## config.mk

```make
export PLATFORM = sky130hd
export DESIGN_NAME = smd_driver
export DESIGN_NICKNAME = d
export VERILOG_FILES = /design/src/hdl/smd_pkg.sv /design/src/hdl/smd_driver.sv
export SDC_FILE = /design/constraint.sdc
export NUM_CORES = 1
export LEC_CHECK = 0
export BUFFER_PORTS_ARGS = -buffer_cell sky130_fd_sc_hd__buf_4
export CORE_MARGIN = 2
export CORE_UTILIZATION = 30
export CTS_CLUSTER_DIAMETER = 60
export CTS_CLUSTER_SIZE = 8
export DETAILED_ROUTE_END_ITERATION = 7
export GPL_TIMING_DRIVEN = 0
export PLACE_DENSITY = 0.54
export SLEW_MARGIN = 20
export SYNTH_ARGS = -nofsm -noshare
export SYNTH_HDL_FRONTEND = slang
export SYNTH_SLANG_ARGS = --single-unit
```

## constraint.sdc

```tcl
create_clock -name mclk -period 13.7 [get_ports mclk]
set_clock_uncertainty 0.05 [all_clocks]
set_input_delay 2.74 -clock mclk [delete_from_list [all_inputs] [get_ports mclk]]
set_output_delay 2.74 -clock mclk [all_outputs]
set_load 0.005 [all_outputs]
```

## src/hdl/smd_pkg.sv

```systemverilog
// Package: constants, register map and types of the stepper PWM driver
package smd_pkg;

  // Register addresses
  localparam logic [15:0] SMD_MODE_ADDR = 16'hf9c0;
  localparam logic [15:0] SMD_DCS_ADDR = 16'hf9d0;
  localparam logic [15:0] SMD_SIN_ADDR [4] =
    '{16'hf9c2, 16'hf9c4, 16'hf9c6, 16'hf9c8};
  localparam logic [15:0] SMD_COS_ADDR [4] =
    '{16'hf9c3, 16'hf9c5, 16'hf9c7, 16'hf9c9};
  localparam logic [15:0] SMD_CTL_ADDR [4] =
    '{16'hf9ca, 16'hf9cc, 16'hf9ce, 16'hf9f8};

  // Counter mode control fields
  localparam int SMD_M_EN = 7;
  localparam int SMD_M_FULL = 5;
  localparam int SMD_M_RUN = 4;
  localparam int SMD_M_SRC = 3;
  localparam logic [7:0] SMD_MODE_WMASK = 8'hbf;

  // Channel control fields
  localparam int SMD_C_AOUT = 7;
  localparam int SMD_C_WIN = 6;
  localparam int SMD_C_ZPD = 5;
  localparam int SMD_C_TEN = 4;
  localparam int SMD_C_ADC = 3;
  localparam int SMD_C_ADS = 2;
  localparam int SMD_C_DIR1 = 1;
  localparam int SMD_C_DIR0 = 0;

  // Counter and phase constants
  localparam logic [7:0] SMD_CNT_MAX = 8'hff;
  localparam logic [7:0] SMD_CNT_START = 8'h00;
  localparam logic [7:0] SMD_CNT_LOW1 = 8'h01;
  localparam logic [7:0] SMD_PHASE_STEP = 8'h40;
  localparam logic [7:0] SMD_RST_BYTE = 8'h00;

  // Register bus request
  typedef struct packed {
    logic [15:0] addr;
    logic [7:0] wdata;
    logic wr;
    logic rd;
  } smd_bus_t;

  // One channel's four driver pins
  typedef struct packed {
    logic sin_p;
    logic sin_m;
    logic cos_p;
    logic cos_m;
  } smd_drv_t;

  // Whole block state
  typedef struct packed {
    logic [7:0] mode;
    logic [7:0] dcs;
    logic [6:0] prs;
    logic [6:0] zprs;
    logic ext_s1;
    logic ext_s2;
    logic ext_d;
    logic [7:0] cnt;
    logic dither;
    logic [3:0][7:0] sin_mst;
    logic [3:0][7:0] cos_mst;
    logic [3:0][7:0] sin_slv;
    logic [3:0][7:0] cos_slv;
    logic [3:0][7:0] ctl;
    logic [3:0] zs1;
    logic [3:0] zs2;
    logic [3:0][2:0] zhist;
    logic [3:0] win;
    smd_drv_t [3:0] drv;
    logic [7:0] rdata;
  } smd_state_t;

  localparam smd_state_t SMD_STATE_RST = '0;

endpackage

```

## src/hdl/smd_driver.sv

```systemverilog
// Four-channel stepper/meter PWM driver with zero-point detection
//
// The address-and-strobe port was left to the implementer.
`timescale 1ns/100ps
module smd_driver (
  // Clock and reset
  input logic mclk,
  input logic reset,
  // Register port
  input smd_pkg::smd_bus_t bus,
  output logic [7:0] rdata,
  // Pins
  input logic ext_count_in,
  input logic [3:0] zero_cmp_in,
  output smd_pkg::smd_drv_t [3:0] drive,
  output logic [3:0] sense_mode
);
  import smd_pkg::*;

  ////////////////////////////////////////////////////////////////////////
  // State and helpers

  smd_state_t st;
  smd_state_t next_st;
  logic tick;
  logic ztick;
  logic ovf;
  logic ext_edge;
  smd_drv_t [3:0] route;

  // Power-of-two divider strobe from a free-running count
  function automatic logic due(input logic [6:0] c, input logic [2:0] n);
    logic [6:0] m;
    m = 7'((8'h01 << n) - 8'h01);
    due = ((c & m) == m);
  endfunction

  // External timer edge, read only after both sync flops
  assign ext_edge = st.ext_s2 & ~st.ext_d;

  // Count clock: divided prescaler or external edge
  assign tick = st.mode[SMD_M_SRC] ? ext_edge :
    due(st.prs, st.mode[2:0]);

  // Last count of the period
  assign ovf = st.mode[SMD_M_EN] & st.mode[SMD_M_RUN] & tick &
    (st.cnt == SMD_CNT_MAX);

  // Detector sampling strobe
  assign ztick = due(st.zprs, st.dcs[2:0]);

  ////////////////////////////////////////////////////////////////////////
  // Per-channel compare and pin routing

  for (genvar k = 0; k < 4; k++) begin : g_ch
    logic [7:0] ph;
    logic [8:0] sref;
    logic [8:0] cref;
    logic s_lvl;
    logic c_lvl;
    logic [7:0] c;
    assign c = st.ctl[k];
    // Staggered counter per channel so period starts never line up
    assign ph = st.cnt + SMD_PHASE_STEP * 8'(k);
    // Alternate periods add one count when dithering is on
    assign sref = {1'b0, st.sin_slv[k]} +
      {8'h00, c[SMD_C_ADS] & st.dither};
    assign cref = {1'b0, st.cos_slv[k]} +
      {8'h00, c[SMD_C_ADC] & st.dither};
    // High from period start until the match
    assign s_lvl = {1'b0, ph} < sref;
    assign c_lvl = {1'b0, ph} < cref;
    // Quadrant or all-pin routing
    always_comb begin
      route[k] = '0;
      if (c[SMD_C_AOUT]) begin
        route[k].sin_p = s_lvl;
        route[k].sin_m = s_lvl;
        route[k].cos_p = c_lvl;
        route[k].cos_m = c_lvl;
      end else begin
        route[k].sin_p = s_lvl & ~c[SMD_C_DIR1];
        route[k].sin_m = s_lvl & c[SMD_C_DIR1];
        route[k].cos_p = c_lvl & ~(c[SMD_C_DIR1] ^ c[SMD_C_DIR0]);
        route[k].cos_m = c_lvl & (c[SMD_C_DIR1] ^ c[SMD_C_DIR0]);
      end
      // Pin four becomes the sense input in the detect window
      if (c[SMD_C_WIN]) begin
        route[k].cos_m = 1'b0;
      end
    end
  end

  ////////////////////////////////////////////////////////////////////////
  // Next state

  always_comb begin
    next_st = st;
    // Free-running dividers
    next_st.prs = st.prs + 7'h01;
    next_st.zprs = st.zprs + 7'h01;
    // Synchronisers
    next_st.ext_s1 = ext_count_in;
    next_st.ext_s2 = st.ext_s1;
    next_st.ext_d = st.ext_s2;
    next_st.zs1 = zero_cmp_in;
    next_st.zs2 = st.zs1;
    // Shared counter
    if (!st.mode[SMD_M_EN]) begin
      next_st.cnt = SMD_CNT_START;
      next_st.dither = 1'b0;
    end else if (st.mode[SMD_M_RUN] && tick) begin
      if (ovf) begin
        // Wrap to range start
        next_st.cnt = st.mode[SMD_M_FULL] ? SMD_CNT_START :
          SMD_CNT_LOW1;
        next_st.dither = ~st.dither;
      end else begin
        next_st.cnt = st.cnt + 8'h01;
      end
    end
    // Master-to-slave copy at period end, then transfer flag drops
    for (int k = 0; k < 4; k++) begin
      if (ovf && st.ctl[k][SMD_C_TEN]) begin
        next_st.sin_slv[k] = st.sin_mst[k];
        next_st.cos_slv[k] = st.cos_mst[k];
        next_st.ctl[k][SMD_C_TEN] = 1'b0;
      end
    end
    // Noise filter: three equal samples update the flag
    next_st.win = '0;
    for (int k = 0; k < 4; k++) begin
      next_st.win[k] = st.ctl[k][SMD_C_WIN];
      if (ztick) begin
        next_st.zhist[k] = {st.zhist[k][1:0], st.zs2[k]};
      end
      if (st.ctl[k][SMD_C_WIN] &&
          (&st.zhist[k] || ~|st.zhist[k])) begin
        next_st.ctl[k][SMD_C_ZPD] = st.zhist[k][0];
      end
    end
    // Writes come last so a set of the transfer flag beats the clear
    if (bus.wr) begin
      if (bus.addr == SMD_MODE_ADDR) begin
        next_st.mode = bus.wdata & SMD_MODE_WMASK;
      end
      if (bus.addr == SMD_DCS_ADDR) begin
        next_st.dcs = bus.wdata;
      end
      for (int k = 0; k < 4; k++) begin
        if (bus.addr == SMD_SIN_ADDR[k]) begin
          next_st.sin_mst[k] = bus.wdata;
        end
        if (bus.addr == SMD_COS_ADDR[k]) begin
          next_st.cos_mst[k] = bus.wdata;
        end
        if (bus.addr == SMD_CTL_ADDR[k]) begin
          // Detect flag is hardware-owned; writes to it are dropped
          next_st.ctl[k] = {bus.wdata[7:6], st.ctl[k][SMD_C_ZPD],
            bus.wdata[4:0]};
        end
      end
    end
    // Read data stands only in the cycle after the strobe
    next_st.rdata = SMD_RST_BYTE;
    if (bus.rd) begin
      if (bus.addr == SMD_MODE_ADDR) begin
        next_st.rdata = st.mode;
      end
      if (bus.addr == SMD_DCS_ADDR) begin
        next_st.rdata = st.dcs;
      end
      for (int k = 0; k < 4; k++) begin
        if (bus.addr == SMD_SIN_ADDR[k]) begin
          next_st.rdata = st.sin_mst[k];
        end
        if (bus.addr == SMD_COS_ADDR[k]) begin
          next_st.rdata = st.cos_mst[k];
        end
        if (bus.addr == SMD_CTL_ADDR[k]) begin
          next_st.rdata = st.ctl[k];
        end
      end
    end
    // Pins low whenever the unit is off
    next_st.drv = st.mode[SMD_M_EN] ? route : '0;
  end

  ////////////////////////////////////////////////////////////////////////
  // State register

  always_ff @(posedge mclk or posedge reset) begin
    if (reset) begin
      st <= SMD_STATE_RST;
    end else begin
      st <= next_st;
    end
  end

  // Outputs straight from flops
  assign drive = st.drv;
  assign rdata = st.rdata;
  assign sense_mode = st.win;
endmodule

```

==> reports/metrics.cfg, run 1 <==
[outcome]
status = finished, final reports clean

[clocking]
cts.sinks = 249
clock_path_buffers = 3
path_clk_slew_ps = 50
cts_root_buf = clkbuf_16
hold_buffers = 0
cts_buffers = 38
post_cts_resized = 0
cts_tree = built
clock_latency_ps = 520
h-tree-depth = 2
cts_setup_buffers = 0

[global_routing]
grt_pass1_wl_um = 58800
grt_antenna_before_repair = 2
overflow = 0
grt_max_degree = 101
globalRouteTotalUtil = 0.173
grt_pass1_vias = 9473

[worst_setup_path]
worstSetupPathType = in -> reg
path_buf_inv = 3
rr_worst_depth = 10
rr_endpoint = drive[8]$_DFF_PP0_
crit_chain = buf_2, clkbuf_1, buf_1, mux2i_1, o21ai_0, a22oi_1, nand3b_1, a21oi_1, a211oi_1
cp_max_fo = 10
rrSetupSlack_ps = 10350
end_kind = flip-flop
crit_slowest_cell = buf_1
crit_arrival_ps = 5350
max_stage_delay_ps = 630
crit_family = buffers and inverters
r2r-start = st[208]$_DFFE_PP0P_
cp.required_ps = 14030
startpoint_type = input pin

[sta]
worstMarginPinSlew_ps = 1120
slew_headroom = 0.248
fin_crit_sh = 0.366
setup-tns-final_ps = 0
fin_crit_ps = 5020
rsz0062_at_grt = no
slew_violations = 0
setup_viol = 0
timing.fmax_ghz = 0.199
hold_slack_ps = 293
hold_viol_final = 0

[die]
fp.dieH_um = 214
start_util = 0.305
num_rows = 76
ioPinCount = 61
die_width_um = 214
die-area_sq_mm = 0.0456
core_area_sq_mm = 0.0432

[synth]
yosys-top-cells-area = dfrtp_1 47%, mux2_2 14%, ha_1 7.2%
synth_fa_ha_area_frac = 0.0722
ys_types = 68
synth-xor-area-share = 0.0426
ys_seq_area_frac = 0.473
yosys.area.top_type = dfrtp_1
ys_seq_elements = 249
syn_inst = 1168
synth-compound-area-share = 0.101
synth_top_family_by_area = multiplexers
yosys-mux-area-fraction = 0.146
synth_top_area_frac = 0.473
synth-main-ff-cell = dfrtp_1
syn_nets = 1277
syn_avg_cell_area_sq_um = 11.3
synth-warning-count = 0
synth_area_sq_mm = 0.0132
synthArstFlopShare = 1.00
yosys.area_share.simple = 0.130
synth_edf_count = 0

[detailed_routing]
final_antenna_net_count = 0
first_pass_iters = 5
via_per_inst = 5.13
vias = 9540
wl_per_cell_um = 20.7
drtIter0Drc = 743
route.detailed.drc = 0
wl_um = 38400

[layout]
nNetsFinal = 1376
multi_input_area_sq_mm = 0.00647
area_growth_pct = 17.3
ff_latch_area_sq_mm = 0.00623
fillers = 4324
drive_gt1_frac = 0.260

[worst_hold_path]
hp-class = reg -> reg
hold_start = next_st[40]$_DFF_PP0_
hold_depth = 0
holdPathEnd = st[40]$_DFF_PP0_

[placed_design]
gp_congestion = 0.925
hpwl_um = 27900
port_buffers = 57

[power]
p_leak_uw = 0.00696
irDropWorstVdd_v = 0.000102
p_per_area_mw_per_mm2 = 106

[run]
cap_violations = 0

per-stage QoR:
| stage | setup slack, ps | utilization | instances | power, uW | area [sq um] |
|---|---|---|---|---|---|
| after floorplan | 4070 | - | 1168 | 781 | 13200 |
| after global placement | 1050 | 0.332 | 1810 | 807 | 14300 |
| after detailed placement | 8190 | 0.334 | 1812 | 809 | 14400 |
| after CTS | 8730 | 0.358 | 1858 | 1660 | 15400 |
| after global routing | 8610 | 0.358 | 1858 | 1690 | 15400 |
| final | 8680 | 0.358 | 1860 | 1640 | 15500 |
state kept, by name (all words and copies together) (netlist names):
name / cells
st: 183
g_ch.c: 32
drive: 16
rdata: 8
next_st: 6
sense_mode: 4
routing by layer:
metal	vias up	wire length, um	share of wire	GRT usage
li1	4445	-	-	-
met1	4796	18300	0.48	0.247
met3	60	2010	0.052	0.0303
met4	0	786	0.020	0.0445
met2	239	17400	0.45	0.272
met5	-	0	0	0
power by group:
part	switching (uW)	internal (uW)	total [uW]
sequential	1.89	741	743
clock	314	526	840
combinational	40.6	14.1	54.7
total	356	1280	1640
final cells by class:
type | instances | area share
repair buffers | 59 | 0.0313
multi-input cells | 826 | 0.419
flip-flops and latches | 249 | 0.403
clock buffers | 43 | 0.0648
well taps | 585 | 0.0474
diodes | 2 | 0.000324
clock inverters | 3 | 0.00308
inverters | 25 | 0.00656
plain buffers | 68 | 0.0245
worst max path at each step:
stage	start	to	slack [ps]	depth (start not counted)
after global placement	reset	drive[10]$_DFF_PP0_	1050	2
after floorplan	reset	drive[0]$_DFF_PP0_	4070	1
after CTS	bus[10]	rdata[5]$_DFF_PP0_	8730	9
after detailed placement	bus[10]	rdata[5]$_DFF_PP0_	8190	9
after global routing	bus[20]	rdata[0]$_DFF_PP0_	8610	9
final	bus[10]	rdata[5]$_DFF_PP0_	8680	9
cell families (layout without fill, tap and decap cells):
logic type	Yosys count	in the layout
fa+ha+maj	76	76
buf+inv	93	198
xor+xnor	64	64
compound gates	211	211
mux	167	167
flops	249	249
simple gates	308	308
other cells	0	2
cell usage after synthesis, types with 4 or more instances:
master	count
xor2_1	32
a21boi_0	6
a21o_1	7
o21ai_0	71
a21oi_1	49
buf_4	29
a22oi_1	9
nand3_1	55
mux4_2	4
nor4b_1	9
nor3_1	11
mux2i_1	4
inv_1	25
a221o_1	4
ha_1	76
and3_1	21
or2_2	4
nand2_1	84
or3_1	7
dfrtp_1	249
o21a_1	5
and2_1	21
clkbuf_1	25
xnor2_1	32
o221ai_1	6
nand2b_1	12
o31ai_1	5
nor4_1	4
nand3_2	5
a211oi_1	8
o22ai_1	17
nor2b_1	13
nand4_1	8
mux2_2	159
nor2_1	29
buf_2	11
cells in the final DEF, fill, tap and decap left out, types with 11 or more instances in the layout:
| master | instances |
|---|---|
| nand2b_1 | 12 |
| o21ai_0 | 71 |
| ha_1 | 76 |
| and3_1 | 21 |
| nor2_1 | 29 |
| clkbuf_1 | 28 |
| buf_2 | 11 |
| xnor2_1 | 32 |
| nand3_1 | 55 |
| dfrtp_1 | 249 |
| nor3_1 | 11 |
| clkbuf_16 | 39 |
| inv_1 | 24 |
| nand2_1 | 84 |
| nor2b_1 | 13 |
| a21oi_1 | 49 |
| mux2_2 | 159 |
| and2_1 | 21 |
| xor2_1 | 32 |
| buf_4 | 86 |
| o22ai_1 | 17 |
Note: power is estimated with default switching activity, not from simulation.
==> run 2: changes to the inputs <==
Settings changed: ABC_AREA set to 1.
Clock period 13.7 ns to 5.08 ns, I/O delays scaled along.
==> reports/metrics.cfg, run 2 <==
[outcome]
status = finished, final reports clean  ; unchanged

[worst_setup_path]
startpoint_type = flip-flop  ; was input pin
rrSetupSlack_ps = 1260  ; was 10,350 ps
crit_family = compound AO/OA/AOI/OAI gates  ; was buffers and inverters
max_stage_delay_ps = 600  ; was 630 ps
crit_arrival_ps = 4100  ; was 5350 ps
worstSetupPathType = reg -> reg  ; was in -> reg
cp.required_ps = 5360  ; was 14,030 ps
end_kind = flip-flop  ; unchanged
cp_max_fo = 10  ; unchanged
crit_chain = clkbuf_1, nand2_1, inv_1, ha_1, ha_1, xnor2_1, ha_1, a21o_1, a31oi_1, o21ai_0, nand2_1, a21boi_0, o21a_1, o21ai_0, nand2_1, a211oi_1  ; was buf_2, clkbuf_1, buf_1, mux2i_1, o21ai_0, a22oi_1, nand3b_1, a21oi_1, a211oi_1
path_buf_inv = 2  ; was 3
crit_slowest_cell = clkbuf_1  ; was buf_1

[die]
ioPinCount = 61  ; unchanged
fp.dieH_um = 212  ; was 214 um
num_rows = 76  ; unchanged
start_util = 0.302  ; was 0.305
die-area_sq_mm = 0.0448  ; was 0.0456 sq mm
core_area_sq_mm = 0.0428  ; was 0.0432 sq mm
die_width_um = 212  ; was 214 um

[synth]
ys_seq_elements = 249  ; unchanged
synth-main-ff-cell = dfrtp_1  ; unchanged
yosys.area.top_type = dfrtp_1  ; unchanged
ys_types = 50  ; was 68
synthTopCellsByCount = 285 x nand2_1, 249 x dfrtp_1, 158 x o21ai_0, 118 x inv_1  ; was 249 x dfrtp_1, 159 x mux2_2, 84 x nand2_1, 76 x ha_1, 71 x o21ai_0
synth-warning-count = 0  ; unchanged
syn_nets = 1518  ; was 1,277
yosys-top-cells-area = dfrtp_1 48%, nand2_1 8.3%, ha_1 7.4%  ; was dfrtp_1 47%, mux2_2 14%, ha_1 7.2%
synth_top_area_frac = 0.482  ; was 0.473
synth.most_common_cell = nand2_1  ; was dfrtp_1
synthArstFlopShare = 1.00  ; unchanged
synth_edf_count = 0  ; unchanged
synth_area_sq_mm = 0.0129  ; was 0.0132 sq mm
syn_inst = 1409  ; was 1,168
syn_avg_cell_area_sq_um = 9.18  ; was 11.3 sq um
ys_seq_area_frac = 0.482  ; was 0.473

[placed_design]
port_buffers = 60  ; was 57
post-place-ws_ps = 1320  ; was 8190 ps
place_area_sq_mm = 0.0142  ; was 0.0144 sq mm
gp_congestion = 0.870  ; was 0.925
hpwl_um = 27300  ; was 27,900 um

[clocking]
cts_tree = built  ; unchanged
hold_buffers = 0  ; unchanged
post_cts_resized = 0  ; unchanged
cts_setup_buffers = 0  ; unchanged
path_clk_slew_ps = 50  ; about the same
cts_buffers = 37  ; was 38
cts_root_buf = clkbuf_16  ; unchanged
clock_path_buffers = 3  ; unchanged
clock_latency_ps = 530  ; was 520 ps
cts.sinks = 249  ; unchanged
h-tree-depth = 2  ; unchanged

[global_routing]
globalRouteTotalUtil = 0.170  ; was 0.173
overflow = 0  ; unchanged
grt_pass1_wl_um = 57700  ; was 58,800 um
grt_pass1_vias = 9891  ; was 9,473
grt_max_degree = 35  ; was 101
grt_antenna_before_repair = 1  ; was 2

[sta]
slew_headroom = 0.338  ; was 0.248
layout_setup_ws_ps = 1260  ; was 8680 ps
timing.fmax_ghz = 0.262
setup-tns-final_ps = 0  ; unchanged
setup_viol = 0  ; unchanged
hold_slack_ps = 293  ; about the same
slew_violations = 0  ; unchanged
hold_viol_final = 0  ; unchanged
fin_crit_ps = 3820
rsz0062_at_grt = no  ; unchanged
fin_crit_sh = 0.752
worstMarginPinSlew_ps = 993  ; was 1120 ps

[power]
p_per_area_mw_per_mm2 = 286  ; was 106 mW/mm^2
p_leak_uw = 0.00725  ; was 0.00696 uW
irDropWorstVdd_v = 0.000218  ; was 0.000102 V

[detailed_routing]
first_pass_iters = 5  ; unchanged
final_antenna_net_count = 0  ; unchanged
vias = 10200  ; was 9,540
drtIter0Drc = 790  ; was 743
route.detailed.drc = 0  ; unchanged
wl_um = 37100  ; was 38,400 um
wl_per_cell_um = 17.9  ; was 20.7 um
via_per_inst = 4.93  ; was 5.13

[layout]
top_register = st  ; unchanged
final_util = 0.357  ; was 0.358
largest_register_ffs = 183  ; unchanged
drive_gt1_frac = 0.141  ; was 0.260
final_common_cell = nand2_1  ; was dfrtp_1
nNetsFinal = 1625  ; was 1,376
area_growth_pct = 18.0  ; was 17.3%
diodes = 0  ; was 2
final_area_sq_mm = 0.0153  ; was 0.0155 sq mm
layout_common_cells = 285 x nand2_1, 249 x dfrtp_1, 158 x o21ai_0  ; was 249 x dfrtp_1, 159 x mux2_2, 86 x buf_4

[run]
cap_violations = 0  ; unchanged

[worst_hold_path]
hp-class = reg -> reg  ; unchanged

[run 2: power by group]
part / switching (uW) / internal [uW]
Combinational: 97.8 / 37.1
Clock: 844 / 1390
Sequential: 5.49 / 2000
[run 2: cell type report]
class                      count  area [sq um]
buffer                        64           380
fill                        4369         27500
multi-input combinational    973          5860
sequential                   249          6230
timing repair buffer          68           618
clock buffer                  43          1020
inverter                     123           465
tap                          546           683
clock inverter                 1          8.76
[run 2: logic make-up (layout without fill, tap and decap cells)]
group,count (synthesis),count (layout),share of synthesized area
AND/OR/NAND/NOR,505,505,0.176
multiplexers,50,50,0.0435
adder cells (fa/ha/maj),76,76,0.0735
AO/OA/AOI/OAI,277,277,0.116
buffers and inverters,187,299,0.0651
flip-flops,249,249,0.482
XOR/XNOR,65,65,0.0440
[run 2: worst register-to-register path: stages (launching register included)]
cell,delay [ps]
dfrtp_1,310
clkbuf_1,600
nand2_1,210
inv_1,100
ha_1,160
ha_1,190
xnor2_1,130
ha_1,270
a21o_1,180
a31oi_1,140
o21ai_0,100
nand2_1,60
a21boi_0,70
o21a_1,160
o21ai_0,240
nand2_1,140
a211oi_1,520
[run 2: stage by stage]
| step | power [uW] | cells |
|---|---|---|
| 2_1_floorplan | 2090 | 1409 |
| 3_3_place_gp | 2160 | 2015 |
| 3_5_place_dp | 2170 | 2023 |
| 4_1_cts | 4420 | 2067 |
| 5_1_grt | 4520 | 2067 |
| 6_report | 4370 | 2067 |
[run 2: path summary, 6_finish.rpt]
path	from	to	cells past startpoint
min in group asynchronous	reset	st[113]$_DFFE_PP0P_	2
max	st[208]$_DFFE_PP0P_	drive[0]$_DFF_PP0_	16
min	next_st[41]$_DFF_PP0_	st[41]$_DFF_PP0_	0
min reg2reg	next_st[41]$_DFF_PP0_	st[41]$_DFF_PP0_	0
max in group asynchronous	reset	st[172]$_DFFE_PP0P_	6
max reg2reg	st[208]$_DFFE_PP0P_	drive[0]$_DFF_PP0_	16
[run 2: routing by layer]
layer	up-vias	GRT usage	share of wire
li1	4921	-	-
met4	0	0.0537	0.025
met1	4937	0.242	0.48
met5	-	0	0
met3	58	0.0273	0.053
met2	266	0.263	0.44
==> run 3: changes to the inputs <==
Settings changed: PLACE_DENSITY 0.54 to 0.55.
Clock period 5.08 ns to 3.25 ns, I/O delays scaled along.
==> reports/metrics.cfg, run 3 (same netlist as run 2, synthesis figures left out) <==
[clocking]
h-tree-depth = 2  ; unchanged
clock_latency_ps = 520  ; was 530 ps
cts_tree = built  ; unchanged
clock_path_buffers = 3  ; unchanged
cts.sinks = 249  ; unchanged
cts_root_buf = clkbuf_16  ; unchanged
path_clk_slew_ps = 50  ; about the same
cts_buffers = 38  ; was 37

[die]
die_width_um = 212  ; unchanged
fp.dieH_um = 212  ; unchanged
num_rows = 76  ; unchanged
ioPinCount = 61  ; unchanged
die-area_sq_mm = 0.0448  ; unchanged
start_util = 0.302  ; unchanged
core_area_sq_mm = 0.0428  ; unchanged

[layout]
top_register = st  ; unchanged
largest_register_ffs = 183  ; unchanged
layout_common_cells = 285 x nand2_1, 248 x dfrtp_1, 157 x o21ai_0  ; was 285 x nand2_1, 249 x dfrtp_1, 158 x o21ai_0
final_util = 0.359  ; was 0.357
finalNonFillerCells = 2074  ; was 2,067
drive_gt1_frac = 0.147  ; was 0.141
area_growth_pct = 18.7  ; was 18.0%
final_common_cell = nand2_1  ; unchanged
nNetsFinal = 1628  ; was 1,625

[sta]
timing.fmax_ghz = 0.328  ; was 0.262 GHz
hold_viol_final = 0  ; unchanged
layout_setup_ws_ps = 206  ; was 1260 ps
setup-tns-final_ps = 0  ; unchanged
rsz0062_at_grt = no  ; unchanged
setup_viol = 0  ; unchanged
slew_violations = 0  ; unchanged
worstMarginPinSlew_ps = 1020  ; was 993 ps
hold_slack_ps = 76.7  ; was 293 ps
fin_crit_sh = 0.937  ; was 0.752
fin_crit_ps = 3040  ; was 3820 ps
slew_headroom = 0.322  ; was 0.338

[global_routing]
grt_pass1_vias = 9960  ; was 9,891
grt_use_met1 = 0.241  ; was 0.242
globalRouteTotalUtil = 0.169  ; was 0.170
grt_antenna_before_repair = 0  ; was 1
grt_pass1_wl_um = 57300  ; was 57,700 um
overflow = 0  ; unchanged
use_met2 = 0.261  ; was 0.263
grt_util_met3 = 0.0245  ; was 0.0273
grt_max_degree = 35  ; unchanged
grt_busiest_layer = met2  ; unchanged

[placed_design]
post-place-ws_ps = -403  ; was 1320 ps
gp_congestion = 0.888  ; was 0.870
dp.cells = 2023  ; unchanged
port_buffers = 60  ; unchanged
hpwl_um = 27200  ; was 27,300 um

[worst_setup_path]
end_kind = flip-flop  ; unchanged
max_stage_delay_ps = 460  ; was 600 ps
rrSetupSlack_ps = 210  ; was 1260 ps
startpoint_type = flip-flop  ; unchanged
cp_max_fo = 6  ; was 10
startpoint = st[208]$_DFFE_PP0P_  ; unchanged
cp.required_ps = 3620  ; was 5360 ps
crit_chain = buf_4, nand2_1, inv_1, ha_1, ha_1, xnor2_1, ha_1, a21o_1, a31oi_1, o21ai_0, nand2_1, a21boi_0, o21a_1, o21ai_0, nand2_1, a211oi_1  ; was clkbuf_1, nand2_1, inv_1, ha_1, ha_1, xnor2_1, ha_1, a21o_1, a31oi_1, o21ai_0, nand2_1, a21boi_0, o21a_1, o21ai_0, nand2_1, a211oi_1
worstSetupPathType = reg -> reg  ; unchanged
r2r-start = st[208]$_DFFE_PP0P_  ; unchanged
crit_arrival_ps = 3420  ; was 4100 ps
crit_slowest_cell = dfrtp_2  ; was clkbuf_1

[power]
p_clk_frac = 0.519  ; was 0.511
irDropWorstVdd_v = 0.000317  ; was 0.000218 V
p_int_uw = 5440  ; was 3420 uW
p_switching_uw = 1510  ; was 947 uW
p_per_area_mw_per_mm2 = 452  ; was 286 mW/mm^2
seq_power_share = 0.451  ; was 0.458
p_leak_uw = 0.00729  ; was 0.00725 uW
sw_frac_of_total = 0.217  ; about the same
pwr-share-comb = 0.030  ; was 0.031

[detailed_routing]
final_antenna_net_count = 0  ; unchanged
wl_per_cell_um = 17.7  ; was 17.9 um
route.detailed.drc = 0  ; unchanged
vias = 10200  ; about the same
first_pass_iters = 5  ; unchanged
via_per_inst = 4.93  ; about the same
drtIter0Drc = 722  ; was 790
wl_um = 36700  ; was 37,100 um

[run]
cap_violations = 0  ; unchanged

[worst_hold_path]
hp-class = in -> async  ; was reg -> reg

[outcome]
status = finished, final reports clean  ; unchanged

## run 3: cell type report
cell class | instances | area, sq um
clock inverter | 3 | 15.0
timing repair buffer | 71 | 641
fill | 4412 | 27400
sequential | 249 | 6230
inverter | 123 | 465
multi-input combinational | 973 | 5880
buffer | 63 | 377
clock buffer | 45 | 1060
tap | 546 | 683
antenna | 1 | 2.50
## run 3: final timing paths
path	endpoint	cells past startpoint
worst min register to register	st[42]$_DFF_PP0_	0
worst max-delay path	drive[12]$_DFF_PP0_	16
min in group mclk	next_st[218]$_DFF_PP0_	1
worst max register to register	drive[12]$_DFF_PP0_	16
max in group asynchronous	st[169]$_DFFE_PP0P_	6
worst min-delay path	st[113]$_DFFE_PP0P_	2
## run 3: through the flow
step | cell area, sq um | total power [uW]
after floorplan | 12900 | 3270
after global placement | 14100 | 3370
after detailed placement | 14200 | 3390
after CTS | 15300 | 7020
after global routing | 15300 | 7170
final | 15400 | 6940
## run 3: timing repair
item                                   4_1_cts  5_1_grt
resized for setup                            2        3
endpoints found under the hold margin        0        0
cloned                                       0        0
hold buffers                                 0        0
setup endpoints to repair                    7        5
buffers inserted                             0        3
## run 3: power groups by stage
| stage | logic [uW] | clock network [uW] | registers [uW] |
|---|---|---|---|
| floorplan | 89.9 | 0 | 3180 |
| global placement | 187 | 0 | 3180 |
| detailed placement | 214 | 0 | 3180 |
| CTS | 214 | 3670 | 3130 |
| global route | 232 | 3810 | 3130 |
| finish | 209 | 3600 | 3130 |
## run 3: critical path: cells and delay by family (launching register included)
family / cells / cell delay (ps)
AO/OA/AOI/OAI: 7 / 1090
adder cells (fa/ha/maj): 3 / 680
flip-flops: 1 / 460
AND/OR/NAND/NOR: 3 / 290
buffers and inverters: 2 / 220
XOR/XNOR: 1 / 130
## run 3: layer usage
| metal | routed length [um] | vias to the layer above | share of wire |
|---|---|---|---|
| li1 | - | 4916 | - |
| met1 | 17200 | 4947 | 0.47 |
| met2 | 16200 | 290 | 0.44 |
| met3 | 2130 | 74 | 0.058 |
| met4 | 1150 | 0 | 0.031 |
| met5 | 0 | - | 0 |
